**config.mk**
```make
export PLATFORM = sky130hd
export DESIGN_NAME = dsp_run_ram_protect
export DESIGN_NICKNAME = d
export VERILOG_FILES = /design/src/rtl/dsp_ctrl_pkg.sv /design/src/rtl/dsp_data_ram.sv /design/src/rtl/dsp_run_ram_protect.sv
export SDC_FILE = /design/constraint.sdc
export NUM_CORES = 2
export LEC_CHECK = 0
export BUFFER_PORTS_ARGS = -buffer_cell sky130_fd_sc_hd__buf_2
export CAP_MARGIN = 10
export CORE_UTILIZATION = 40
export DETAILED_ROUTE_END_ITERATION = 12
export HOLD_SLACK_MARGIN = 0.15
export SKIP_LAST_GASP = 1
export SLEW_MARGIN = 40
export SYNTH_ARGS = -nofsm -noshare
export SYNTH_HDL_FRONTEND = slang
export SYNTH_SLANG_ARGS = --single-unit
```
**constraint.sdc**
```tcl
create_clock -name sys_clk -period 2.86 [get_ports sys_clk]
set_input_delay 0.286 -clock sys_clk [delete_from_list [all_inputs] [get_ports sys_clk]]
set_output_delay 0.286 -clock sys_clk [all_outputs]
set_load 0.01 [all_outputs]
```
**src/rtl/dsp_ctrl_pkg.sv**
```systemverilog
// Shared constants for the signal processor run and memory protection block
package dsp_ctrl_pkg;

	// ------------------------------------------------------------------
	// Data memory window
	// ------------------------------------------------------------------
	localparam logic [15:0] DMEM_FIRST = 16'h4380;
	localparam logic [15:0] DMEM_LAST  = 16'h43be;
	localparam int          DMEM_DEPTH = 63;
	localparam int          DMEM_AW    = 6;
	localparam int          DMEM_WIDTH = 28;

	// ------------------------------------------------------------------
	// Write protection key and control
	// ------------------------------------------------------------------
	localparam logic [15:0] PROT_KEY_ADDR  = 16'he7fe;
	localparam logic [15:0] PROT_CTRL_ADDR = 16'he7e3;
	localparam logic [7:0]  PROT_KEY       = 8'had;
	localparam logic [7:0]  PROT_ON        = 8'h80;
	localparam logic [7:0]  PROT_OFF       = 8'h00;

	// ------------------------------------------------------------------
	// Control and status registers
	// ------------------------------------------------------------------
	localparam logic [15:0] RUN_ADDR           = 16'he800;
	localparam logic [15:0] STATUS_ZERO_ADDR   = 16'he804;
	localparam logic [15:0] IRQ_MASK_ZERO_ADDR = 16'he808;
	localparam logic [15:0] CFG_TWO_ADDR       = 16'he80c;
	localparam logic [15:0] PHCAL_A_ADDR = 16'he810;
	localparam logic [15:0] PHCAL_B_ADDR = 16'he811;
	localparam logic [15:0] PHCAL_C_ADDR = 16'he812;

	localparam logic [15:0] RUN_START = 16'h0001;
	localparam logic [15:0] RUN_STOP  = 16'h0000;
	localparam logic [15:0] RUN_RESET = 16'h0000;
	localparam int          DONE_BIT   = 17;
	localparam int          EXTREF_BIT = 0;

	// ------------------------------------------------------------------
	// Phase calibration encoding
	// ------------------------------------------------------------------
	localparam int                PHCAL_W       = 10;
	localparam int                PHCAL_BUS_W   = 16;
	localparam logic [PHCAL_W-1:0] PHCAL_POS_OFS = 10'h200;
	localparam logic [PHCAL_W-1:0] PHCAL_MAX_ADV = 10'h17f;
	localparam logic [PHCAL_W-1:0] PHCAL_MAX_DLY = 10'h03f;
	localparam int                PHASE_LSB_PS  = 976;

	// ------------------------------------------------------------------
	// Timing
	// ------------------------------------------------------------------
	localparam int SYS_CLK_HZ   = 50_000_000;
	localparam int PASS_RATE_HZ = 8000;
	localparam int PASS_CYCLES  = SYS_CLK_HZ / PASS_RATE_HZ;

	typedef enum logic [1:0] {
		PM_FULL    = 2'b00,
		PM_REDUCED = 2'b01,
		PM_LOW     = 2'b10,
		PM_SLEEP   = 2'b11
	} power_mode_e;

	typedef enum logic [2:0] {
		SEL_NONE   = 3'b000,
		SEL_DMEM   = 3'b001,
		SEL_RUN    = 3'b010,
		SEL_STATUS = 3'b011,
		SEL_MASK   = 3'b100,
		SEL_CFG2   = 3'b101,
		SEL_PHCAL  = 3'b110
	} rd_sel_e;

endpackage

```
**src/rtl/dsp_data_ram.sv**
```systemverilog
// Data memory with registered read and reset-to-zero valid tags
`timescale 1ns/1ns
`default_nettype none
module dsp_data_ram #(
	parameter int DEPTH = 63,
	parameter int AW    = 6,
	parameter int WIDTH = 28
) (
	// Clock and reset
	input  wire logic             sys_clk,
	input  wire logic             resetn,
	// Write port
	input  wire logic             wrEn,
	input  wire logic [AW-1:0]    wrAddr,
	input  wire logic [WIDTH-1:0] wrData,
	// Read port
	input  wire logic [AW-1:0]    rdAddr,
	output logic      [WIDTH-1:0] rdData_ff
);
	if (DEPTH > (1 << AW)) begin : g_bad_depth
		$error("dsp_data_ram: DEPTH does not fit AW");
	end

	logic [WIDTH-1:0] mem [DEPTH];
	logic [DEPTH-1:0] written_ff;
	logic [DEPTH-1:0] nxt_written;
	logic [WIDTH-1:0] nxt_rdData;

	// Valid tags make every word read zero after reset without a clear sweep
	always_comb begin
		nxt_written = written_ff;
		if (wrEn && (int'(wrAddr) < DEPTH))
			nxt_written[wrAddr] = 1'b1;
		nxt_rdData = '0;
		if ((int'(rdAddr) < DEPTH) && written_ff[rdAddr])
			nxt_rdData = mem[rdAddr];
	end

	always_ff @(posedge sys_clk or negedge resetn) begin
		if (!resetn) begin
			written_ff <= '0;
			rdData_ff  <= '0;
		end else begin
			written_ff <= nxt_written;
			rdData_ff  <= nxt_rdData;
		end
	end

	always_ff @(posedge sys_clk) begin
		if (wrEn && (int'(wrAddr) < DEPTH))
			mem[wrAddr] <= wrData;
	end
endmodule // dsp_data_ram
`default_nettype wire

```
**src/rtl/dsp_run_ram_protect.sv**
```systemverilog
// Run control, pass timer, done flag, protected data memory and calibration
`timescale 1ns/1ns
`default_nettype none
module dsp_run_ram_protect
	import dsp_ctrl_pkg::*;
#(
	parameter int PASS_CYCLES_P = PASS_CYCLES
) (
	// Clock and reset
	input  wire logic                    sys_clk,
	input  wire logic                    resetn,
	// Register port, from the serial port decoder
	input  wire logic                    regWrite,
	input  wire logic                    regRead,
	input  wire logic [15:0]             regAddr,
	input  wire logic [31:0]             regWdata,
	output logic      [31:0]             regRdata,
	output logic                         regRvalid,
	// Power mode from the power manager
	input  wire logic [1:0]              powerMode,
	// Processor facing outputs
	output logic                         dspRunning,
	output logic                         passStrobe,
	output logic                         externalRefSelect,
	output logic      [2:0][PHCAL_W-1:0] phaseShift,
	output logic                         interruptZeroN
);
	// ------------------------------------------------------------------
	// Elaboration checks
	// ------------------------------------------------------------------
	if (PASS_CYCLES_P < 2) begin : g_bad_pass
		$error("dsp_run_ram_protect: PASS_CYCLES_P must be at least 2");
	end

	localparam int CNT_W = $clog2(PASS_CYCLES_P);
	localparam logic [CNT_W-1:0] CNT_LAST = CNT_W'(PASS_CYCLES_P - 1);

	function automatic logic phcalLegal(input logic [31:0] v);
		logic [PHCAL_W-1:0] c;
		c = v[PHCAL_W-1:0];
		phcalLegal = (v[31:PHCAL_W] == '0) &&
			((c <= PHCAL_MAX_ADV) ||
			 ((c > PHCAL_POS_OFS) && (c <= PHCAL_POS_OFS + PHCAL_MAX_DLY)));
	endfunction

	// ------------------------------------------------------------------
	// Address decode
	// ------------------------------------------------------------------
	logic               inDmem;
	logic [15:0]        dmemOfs;
	logic [DMEM_AW-1:0] dmemIdx;
	logic               wrDmemOk;
	logic               wrKey;
	logic               wrProt;
	logic [1:0]         phIdx;
	logic               isPhcal;
	logic               protect_ff;

	always_comb begin
		inDmem   = (regAddr >= DMEM_FIRST) && (regAddr <= DMEM_LAST);
		dmemOfs  = regAddr - DMEM_FIRST;
		dmemIdx  = dmemOfs[DMEM_AW-1:0];
		wrDmemOk = regWrite && inDmem && !protect_ff;
		wrKey    = regWrite && (regAddr == PROT_KEY_ADDR);
		wrProt   = regWrite && (regAddr == PROT_CTRL_ADDR);
		isPhcal  = (regAddr >= PHCAL_A_ADDR) && (regAddr <= PHCAL_C_ADDR);
		phIdx    = 2'(regAddr - PHCAL_A_ADDR);
	end

	// ------------------------------------------------------------------
	// Control state
	// ------------------------------------------------------------------
	logic [15:0]              run_ff, nxt_run;
	logic                     nxt_protect;
	logic                     keyArmed_ff, nxt_keyArmed;
	logic                     done_ff, nxt_done;
	logic                     mask_ff, nxt_mask;
	logic                     extRef_ff, nxt_extRef;
	logic [CNT_W-1:0]         cnt_ff, nxt_cnt;
	logic                     tick;
	logic [PHCAL_W-1:0]       phCal_ff [3];
	logic [PHCAL_W-1:0]       nxt_phCal [3];
	logic [2:0][PHCAL_W-1:0]  nxt_shift;

	always_comb begin
		nxt_run      = run_ff;
		nxt_protect  = protect_ff;
		nxt_mask     = mask_ff;
		nxt_extRef   = extRef_ff;
		nxt_phCal    = phCal_ff;
		tick         = (cnt_ff == CNT_LAST);
		nxt_cnt      = tick ? '0 : cnt_ff + 1'b1;
		// Any register write other than the key disarms it
		nxt_keyArmed = regWrite ? (wrKey && regWdata[7:0] == PROT_KEY)
			: keyArmed_ff;
		if (wrProt && keyArmed_ff) begin
			if (regWdata[7:0] == PROT_ON)
				nxt_protect = 1'b1;
			else if (regWdata[7:0] == PROT_OFF)
				nxt_protect = 1'b0;
		end
		if (regWrite && regAddr == RUN_ADDR)
			nxt_run = regWdata[15:0];
		if (regWrite && regAddr == IRQ_MASK_ZERO_ADDR)
			nxt_mask = regWdata[DONE_BIT];
		// Reference select only moves in full power so it holds elsewhere
		if (regWrite && regAddr == CFG_TWO_ADDR && powerMode == PM_FULL)
			nxt_extRef = regWdata[EXTREF_BIT];
		if (regWrite && isPhcal && phcalLegal(regWdata))
			nxt_phCal[phIdx] = regWdata[PHCAL_W-1:0];
		// Set beats a clear arriving in the same cycle
		nxt_done = done_ff;
		if (regWrite && regAddr == STATUS_ZERO_ADDR && regWdata[DONE_BIT])
			nxt_done = 1'b0;
		if (tick && run_ff == RUN_START)
			nxt_done = 1'b1;
		// Signed LSB shift, negative advances and positive delays the path
		for (int i = 0; i < 3; i++) begin
			if (phCal_ff[i] > PHCAL_POS_OFS)
				nxt_shift[i] = phCal_ff[i] - PHCAL_POS_OFS;
			else
				nxt_shift[i] = PHCAL_W'(0) - phCal_ff[i];
		end
	end

	always_ff @(posedge sys_clk or negedge resetn) begin
		if (!resetn) begin
			run_ff            <= RUN_RESET;
			protect_ff        <= 1'b0;
			keyArmed_ff       <= 1'b0;
			done_ff           <= 1'b0;
			mask_ff           <= 1'b0;
			extRef_ff         <= 1'b0;
			cnt_ff            <= '0;
			phCal_ff          <= '{default: '0};
			phaseShift        <= '0;
			dspRunning        <= 1'b0;
			passStrobe        <= 1'b0;
			externalRefSelect <= 1'b0;
			interruptZeroN    <= 1'b1;
		end else begin
			run_ff            <= nxt_run;
			protect_ff        <= nxt_protect;
			keyArmed_ff       <= nxt_keyArmed;
			done_ff           <= nxt_done;
			mask_ff           <= nxt_mask;
			extRef_ff         <= nxt_extRef;
			cnt_ff            <= nxt_cnt;
			phCal_ff          <= nxt_phCal;
			phaseShift        <= nxt_shift;
			dspRunning        <= (run_ff == RUN_START);
			passStrobe        <= tick && (run_ff == RUN_START);
			externalRefSelect <= extRef_ff;
			interruptZeroN    <= !(done_ff && mask_ff);
		end
	end

	// ------------------------------------------------------------------
	// Two stage write pipeline into data memory
	// ------------------------------------------------------------------
	logic                  st1Valid_ff, st2Valid_ff;
	logic [DMEM_AW-1:0]    st1Addr_ff, st2Addr_ff;
	logic [DMEM_WIDTH-1:0] st1Data_ff, st2Data_ff;
	logic                  ramWe;
	logic [DMEM_WIDTH-1:0] ramRd;
	logic [1:0]            wrSeen_ff, nxt_wrSeen;

	// A word lands in memory only when two later writes push it out
	assign ramWe = wrDmemOk && st2Valid_ff;
	// Saturating count of accepted memory writes, only for a_commit_late
	assign nxt_wrSeen = (wrSeen_ff == 2'h3) ? wrSeen_ff
		: wrSeen_ff + 2'h1;

	always_ff @(posedge sys_clk or negedge resetn) begin
		if (!resetn) begin
			st1Valid_ff <= 1'b0;
			st2Valid_ff <= 1'b0;
			st1Addr_ff  <= '0;
			st2Addr_ff  <= '0;
			st1Data_ff  <= '0;
			st2Data_ff  <= '0;
			wrSeen_ff   <= '0;
		end else if (wrDmemOk) begin
			st1Valid_ff <= 1'b1;
			st2Valid_ff <= st1Valid_ff;
			st1Addr_ff  <= dmemIdx;
			st2Addr_ff  <= st1Addr_ff;
			st1Data_ff  <= regWdata[DMEM_WIDTH-1:0];
			st2Data_ff  <= st1Data_ff;
			wrSeen_ff   <= nxt_wrSeen;
		end
	end

	dsp_data_ram #(
		.DEPTH (DMEM_DEPTH),
		.AW    (DMEM_AW),
		.WIDTH (DMEM_WIDTH)
	) u_ram (
		.sys_clk   (sys_clk),
		.resetn    (resetn),
		.wrEn      (ramWe),
		.wrAddr    (st2Addr_ff),
		.wrData    (st2Data_ff),
		.rdAddr    (dmemIdx),
		.rdData_ff (ramRd)
	);

	// ------------------------------------------------------------------
	// Read path, answer two cycles after the request
	// ------------------------------------------------------------------
	rd_sel_e    sel_ff, nxt_sel;
	logic [1:0] rdPh_ff, nxt_rdPh;
	logic       pend_ff, nxt_pend;
	logic [31:0] nxt_rdata;

	always_comb begin
		nxt_pend = regRead;
		nxt_rdPh = phIdx;
		nxt_sel  = SEL_NONE;
		if (inDmem)
			nxt_sel = SEL_DMEM;
		else if (regAddr == RUN_ADDR)
			nxt_sel = SEL_RUN;
		else if (regAddr == STATUS_ZERO_ADDR)
			nxt_sel = SEL_STATUS;
		else if (regAddr == IRQ_MASK_ZERO_ADDR)
			nxt_sel = SEL_MASK;
		else if (regAddr == CFG_TWO_ADDR)
			nxt_sel = SEL_CFG2;
		else if (isPhcal)
			nxt_sel = SEL_PHCAL;
		nxt_rdata = '0;
		case (sel_ff)
			SEL_DMEM:   nxt_rdata = 32'(ramRd);
			SEL_RUN:    nxt_rdata = 32'(run_ff);
			SEL_STATUS: nxt_rdata[DONE_BIT] = done_ff;
			SEL_MASK:   nxt_rdata[DONE_BIT] = mask_ff;
			SEL_CFG2:   nxt_rdata[EXTREF_BIT] = extRef_ff;
			SEL_PHCAL:  nxt_rdata = 32'(phCal_ff[rdPh_ff]);
			default:    nxt_rdata = '0;
		endcase
	end

	always_ff @(posedge sys_clk or negedge resetn) begin
		if (!resetn) begin
			sel_ff    <= SEL_NONE;
			rdPh_ff   <= '0;
			pend_ff   <= 1'b0;
			regRdata  <= '0;
			regRvalid <= 1'b0;
		end else begin
			sel_ff    <= nxt_sel;
			rdPh_ff   <= nxt_rdPh;
			pend_ff   <= nxt_pend;
			regRdata  <= pend_ff ? nxt_rdata : regRdata;
			regRvalid <= pend_ff;
		end
	end
endmodule // dsp_run_ram_protect
`default_nettype wire

```
==> results <==
- The flow ran to the end, and the final reports show no timing, DRC or antenna violations.
- The floorplan step defined a core boundary enclosing 0.197 mm2.
- After global routing the overflow that remains totals 0.
- The library cell occupying the most area in the post-synthesis netlist is sky130_fd_sc_hd__edfxtp_1.
- In this design, the largest share of critical-path delay is due to buffers and inverters.
- Once the clock tree was built, the setup fixing pass inserted 0 buffers.
- The switching fraction of total power is 21.0%.
- The first-pass GRT wire length is 305000 um.
- The number of max-cap violations is 0.
- The number of placement rows is 163.
- CTS saw 2058 sinks.
- After synthesis the netlist holds a flip-flop and latch count of 2058.
- Entering global routing, the biggest net connects 69 pins.
- The sum of negative setup slack is 0 ns.
- In this run the remaining antenna-violating nets after routing total 0.
- The design draws 59.7 mW.
- The die outline height is 448 um.
- Setup repair after global routing left no endpoint under its margin.
- The longest clock path from root to sink contains 3 buffers.
- Among all cell types in the netlist, the one instantiated most often is sky130_fd_sc_hd__edfxtp_1.
- In the global route stage, overall resource usage came out at 21.4%.
- The share of layout cells above drive strength 1 is 28.9%.
- From synthesis to final layout, the design area changed by 18.5%.
- For this run, the top clock speed supported by timing is 0.362 GHz.
- The worst path uses 96.7% of the clock period.
- In the synthesized netlist the dominant register cell turns out to be sky130_fd_sc_hd__edfxtp_1.
- The buffer cell driving the clock tree root is sky130_fd_sc_hd__clkbuf_16.
- During placement, the flow inserted port buffers numbering 116.
- The per-cell via count in the routed design is 5.66.
- Dividing the synthesized area by the synthesized cell count gives 19.3 um2.
- The setup check on the worst reg-to-reg path leaves a slack of 0.31 ns.
- The die width is 448 um.
- The congestion estimate from routability-driven global placement came to 0.860.
- The type of the most critical hold path is in -> reg.
- The count of warnings emitted by yosys is 0.
- The worst setup path is launched from a primary input.
- The worst stage delay on the critical path is 0.59 ns.
- The number of remaining DRC errors is 0.
- The internal power summed over all cells is 47.2 mW.
- The sum of net half-perimeters after detailed placement is 132000 um.
- The power density over the cells is 634 mW/mm2.
- The clock slew seen by the registers of the worst setup and hold paths is 0.06 ns.
- The shortest period the worst path allows is 2.77 ns.
- The number of endpoints failing setup at the final stage is 0.
- The share of synthesized registers carrying an async set or reset is 14.3%.
- The number of failing hold endpoints at the final stage is 0.
- The power share of the sequential group is 53.9%.
- The worst setup path is of the in -> reg kind.
- In this run, synthesis inferred 1764 flip-flops with an integrated enable.
- Before antenna repair, the detailed router went through 8 iterations.
- The power share of the clock group is 43.0%.
- The number of nets in the layout is 4703.
- For this configuration, the core starts out at a cell density of 40.3%.
- Counting the buffers created by CTS gives 202.
- The clock network latency to the later pin of the worst-skew pair is 0.86 ns.
- The number of placed cells counting well taps is 7018.
- STA puts the critical path data required time at 3.55 ns.
- By instance count, the cell type seen most on the critical path is sky130_fd_sc_hd__buf_4.
- The full die area is 0.200 mm2.
- The number of standard cells after synthesis is 4126.
- The number of max-slew violations in the final report came to 0.
- The worst path buffer plus inverter count is 4.
- The area share of the leading cell type in the synthesized netlist is 66.6%.
- The leakage power is 37.0 nW.
- After the flow finishes, the layout carries non-filler instances totaling 7455.
- The number of different library cells in the post-synthesis netlist is 70.
- Summing all placed instances gives a cell area of 0.0871 mm2.
- The final design area excluding fillers is 0.0942 mm2.
- The total number of vias is 42.2k.
- After detailed routing, the average wire length per cell comes to 28.7 um.
- Sorting the synthesized cells by area gives the leading types as sky130_fd_sc_hd__edfxtp_1 (67%), sky130_fd_sc_hd__mux4_2 (11%), sky130_fd_sc_hd__dfrtp_1 (9.2%), sky130_fd_sc_hd__mux2i_1 (2.0%), sky130_fd_sc_hd__nand2_1 (1.6%).
- The cell area that synthesis handed to floorplanning was 0.0795 mm2.
- The path depth of the worst reg2reg path is 7.
- The number of instances on the worst hold path is 2.
- The maximum fanout along the worst path is 13.
- The critical path crosses 9 cells after its start point.
- VDD sags by at most 0.000681 V.
- The number of top-level pins is 121.
- The sequential element share of the synthesized area is 75.9%.
- The setup clock skew after layout is 0.0380 ns.
- The kind of end point of the critical path is a register.
- Data arrives at the worst endpoint at 3.45 ns.
- TritonCTS built the clock tree.
- Summed over all nets, the switching power comes to 12.5 mW.
- By count the netlist is led by sky130_fd_sc_hd__edfxtp_1 (1764), sky130_fd_sc_hd__mux4_2 (371), sky130_fd_sc_hd__nand2_1 (329), sky130_fd_sc_hd__dfrtp_1 (293), sky130_fd_sc_hd__mux2i_1 (158).
- Per report_power, the combinational group accounts for 3.1% of the total.
- The initial antenna violation count is 9.
- Walking the worst path, the cells encountered are dlygate4sd3_1 > buf_2 > buf_4 > and2_2 > buf_4 > a22oi_1 > nand2_1 > o22ai_1 > nor3_1.
- The final layout contains routed wiring with a total length of 214000 um.
- The worst pin sits at a relative slew slack of 40.5%.
- The slowest library cell on the worst path is sky130_fd_sc_hd__and2_2.
- The H-tree was split into 4 levels.
- After the first detailed-routing iteration, the DRC count stood at 4358.
- For the pin with the worst max-slew slack, the measured transition is 0.887 ns.
- The number of global-route vias before repair is 41.7k.
cells in the final DEF (no fill, tap or decap), types with 57 or more instances in the layout:
cell type	n
sky130_fd_sc_hd__nand2_1	329
sky130_fd_sc_hd__dlygate4sd3_1	61
sky130_fd_sc_hd__edfxtp_1	1764
sky130_fd_sc_hd__buf_12	130
sky130_fd_sc_hd__o22ai_1	77
sky130_fd_sc_hd__buf_4	244
sky130_fd_sc_hd__nor2_4	60
sky130_fd_sc_hd__mux2i_1	158
sky130_fd_sc_hd__clkbuf_16	202
sky130_fd_sc_hd__mux2_2	88
sky130_fd_sc_hd__dfrtp_1	264
sky130_fd_sc_hd__a211oi_1	57
sky130_fd_sc_hd__buf_2	112
sky130_fd_sc_hd__mux4_2	371
timing repair:
action | 4_1_cts | 5_1_grt
endpoints found under the hold margin | 396 | 0
setup endpoints to repair | 0 | 2
hold buffers | 62 | 0
gates resized for setup | 0 | 2
worst register-to-register path, cell delays in order, from the launching register on:
cell                       delay [ns]
sky130_fd_sc_hd__edfxtp_1        0.38
sky130_fd_sc_hd__mux4_2          0.46
sky130_fd_sc_hd__nor2b_1         0.14
sky130_fd_sc_hd__a211oi_1        0.73
sky130_fd_sc_hd__nor4_1          0.26
sky130_fd_sc_hd__o211ai_1        0.24
sky130_fd_sc_hd__buf_12          0.17
sky130_fd_sc_hd__a21oi_2         0.05
power groups by stage:
stage	clock (mW)	combinational (mW)	sequential, mW
floorplan	0	0.882	32.8
global placement	0	1.79	32.8
detailed placement	0	1.80	32.8
CTS	26.1	1.86	32.2
global route	27.2	1.94	32.2
finish	25.7	1.85	32.2
through the flow:
| stage | util (%) | hold slack, ns | setup slack, ns |
|---|---|---|---|
| 6_report | 47.7 | 0.190 | 0.0945 |
| 4_1_cts | 47.7 | 0.152 | 0.123 |
| 2_1_floorplan | - | -0.00959 | -0.222 |
| 3_5_place_dp | 44.1 | 0.239 | -0.125 |
| 3_3_place_gp | 44.1 | 0.236 | -0.117 |
| 5_1_grt | 47.7 | 0.185 | 0.0241 |
state kept, by name, indices dropped and copies added, names as in the netlist, 6 cells and up:
| signal | flops |
|---|---|
| u_ram.rdData_ff | 28 |
| u_ram.mem | 1764 |
| st1Addr_ff | 6 |
| regRdata | 28 |
| st2Addr_ff | 6 |
| st1Data_ff | 28 |
| cnt_ff | 13 |
| phCal_ff | 30 |
| phaseShift | 30 |
| st2Data_ff | 28 |
| run_ff | 16 |
| u_ram.written_ff | 63 |
path summary, 6_finish.rpt:
| kind | endpoint | from |
|---|---|---|
| min in group asynchronous | cnt_ff[6] | resetn |
| worst min register to register | u_ram.written_ff[27] | u_ram.written_ff[27] |
| worst max register to register | u_ram.rdData_ff[18] | u_ram.mem[11][18] |
| max in group asynchronous | st2Data_ff[21] | resetn |
| worst max-delay path | u_ram.rdData_ff[24] | regAddr[2] |
| worst min-delay path | pend_ff | regRead |
layer usage:
layer	share of wire (%)	global-route usage [%]	up-vias	routed length [um]
met4	2.7	6.41	4	5710
met1	43	30.5	22600	91800
met3	7.2	3.51	266	15500
met2	47	33.7	1673	101000
li1	-	-	17700	-
met5	0.012	0	-	26
area by class of cell:
cell class | instances | area, um2
flip-flops and latches | 2058 | 60400
well taps | 2640 | 3300
fillers | 16400 | 103000
multi-input cells | 1798 | 18300
repair buffers | 552 | 5690
clock inverters | 109 | 1010
diodes | 1 | 2.50
clock buffers | 265 | 5360
inverters | 32 | 120
cells by family (layout without fill, tap and decap cells):
family / after synthesis / in the layout / share of synthesized area (%)
AND/OR/NAND/NOR: 674 / 674 / 3.95
buffers and inverters: 273 / 958 / 1.70
multiplexers: 621 / 621 / 13.8
other: 1 / 5 / 0.00472
XOR/XNOR: 31 / 31 / 0.342
AO/OA/AOI/OAI: 463 / 463 / 4.17
adder cells (fa/ha/maj): 5 / 5 / 0.0787
flip-flops: 2058 / 2058 / 75.9
Power figures use the tool's default switching activity.
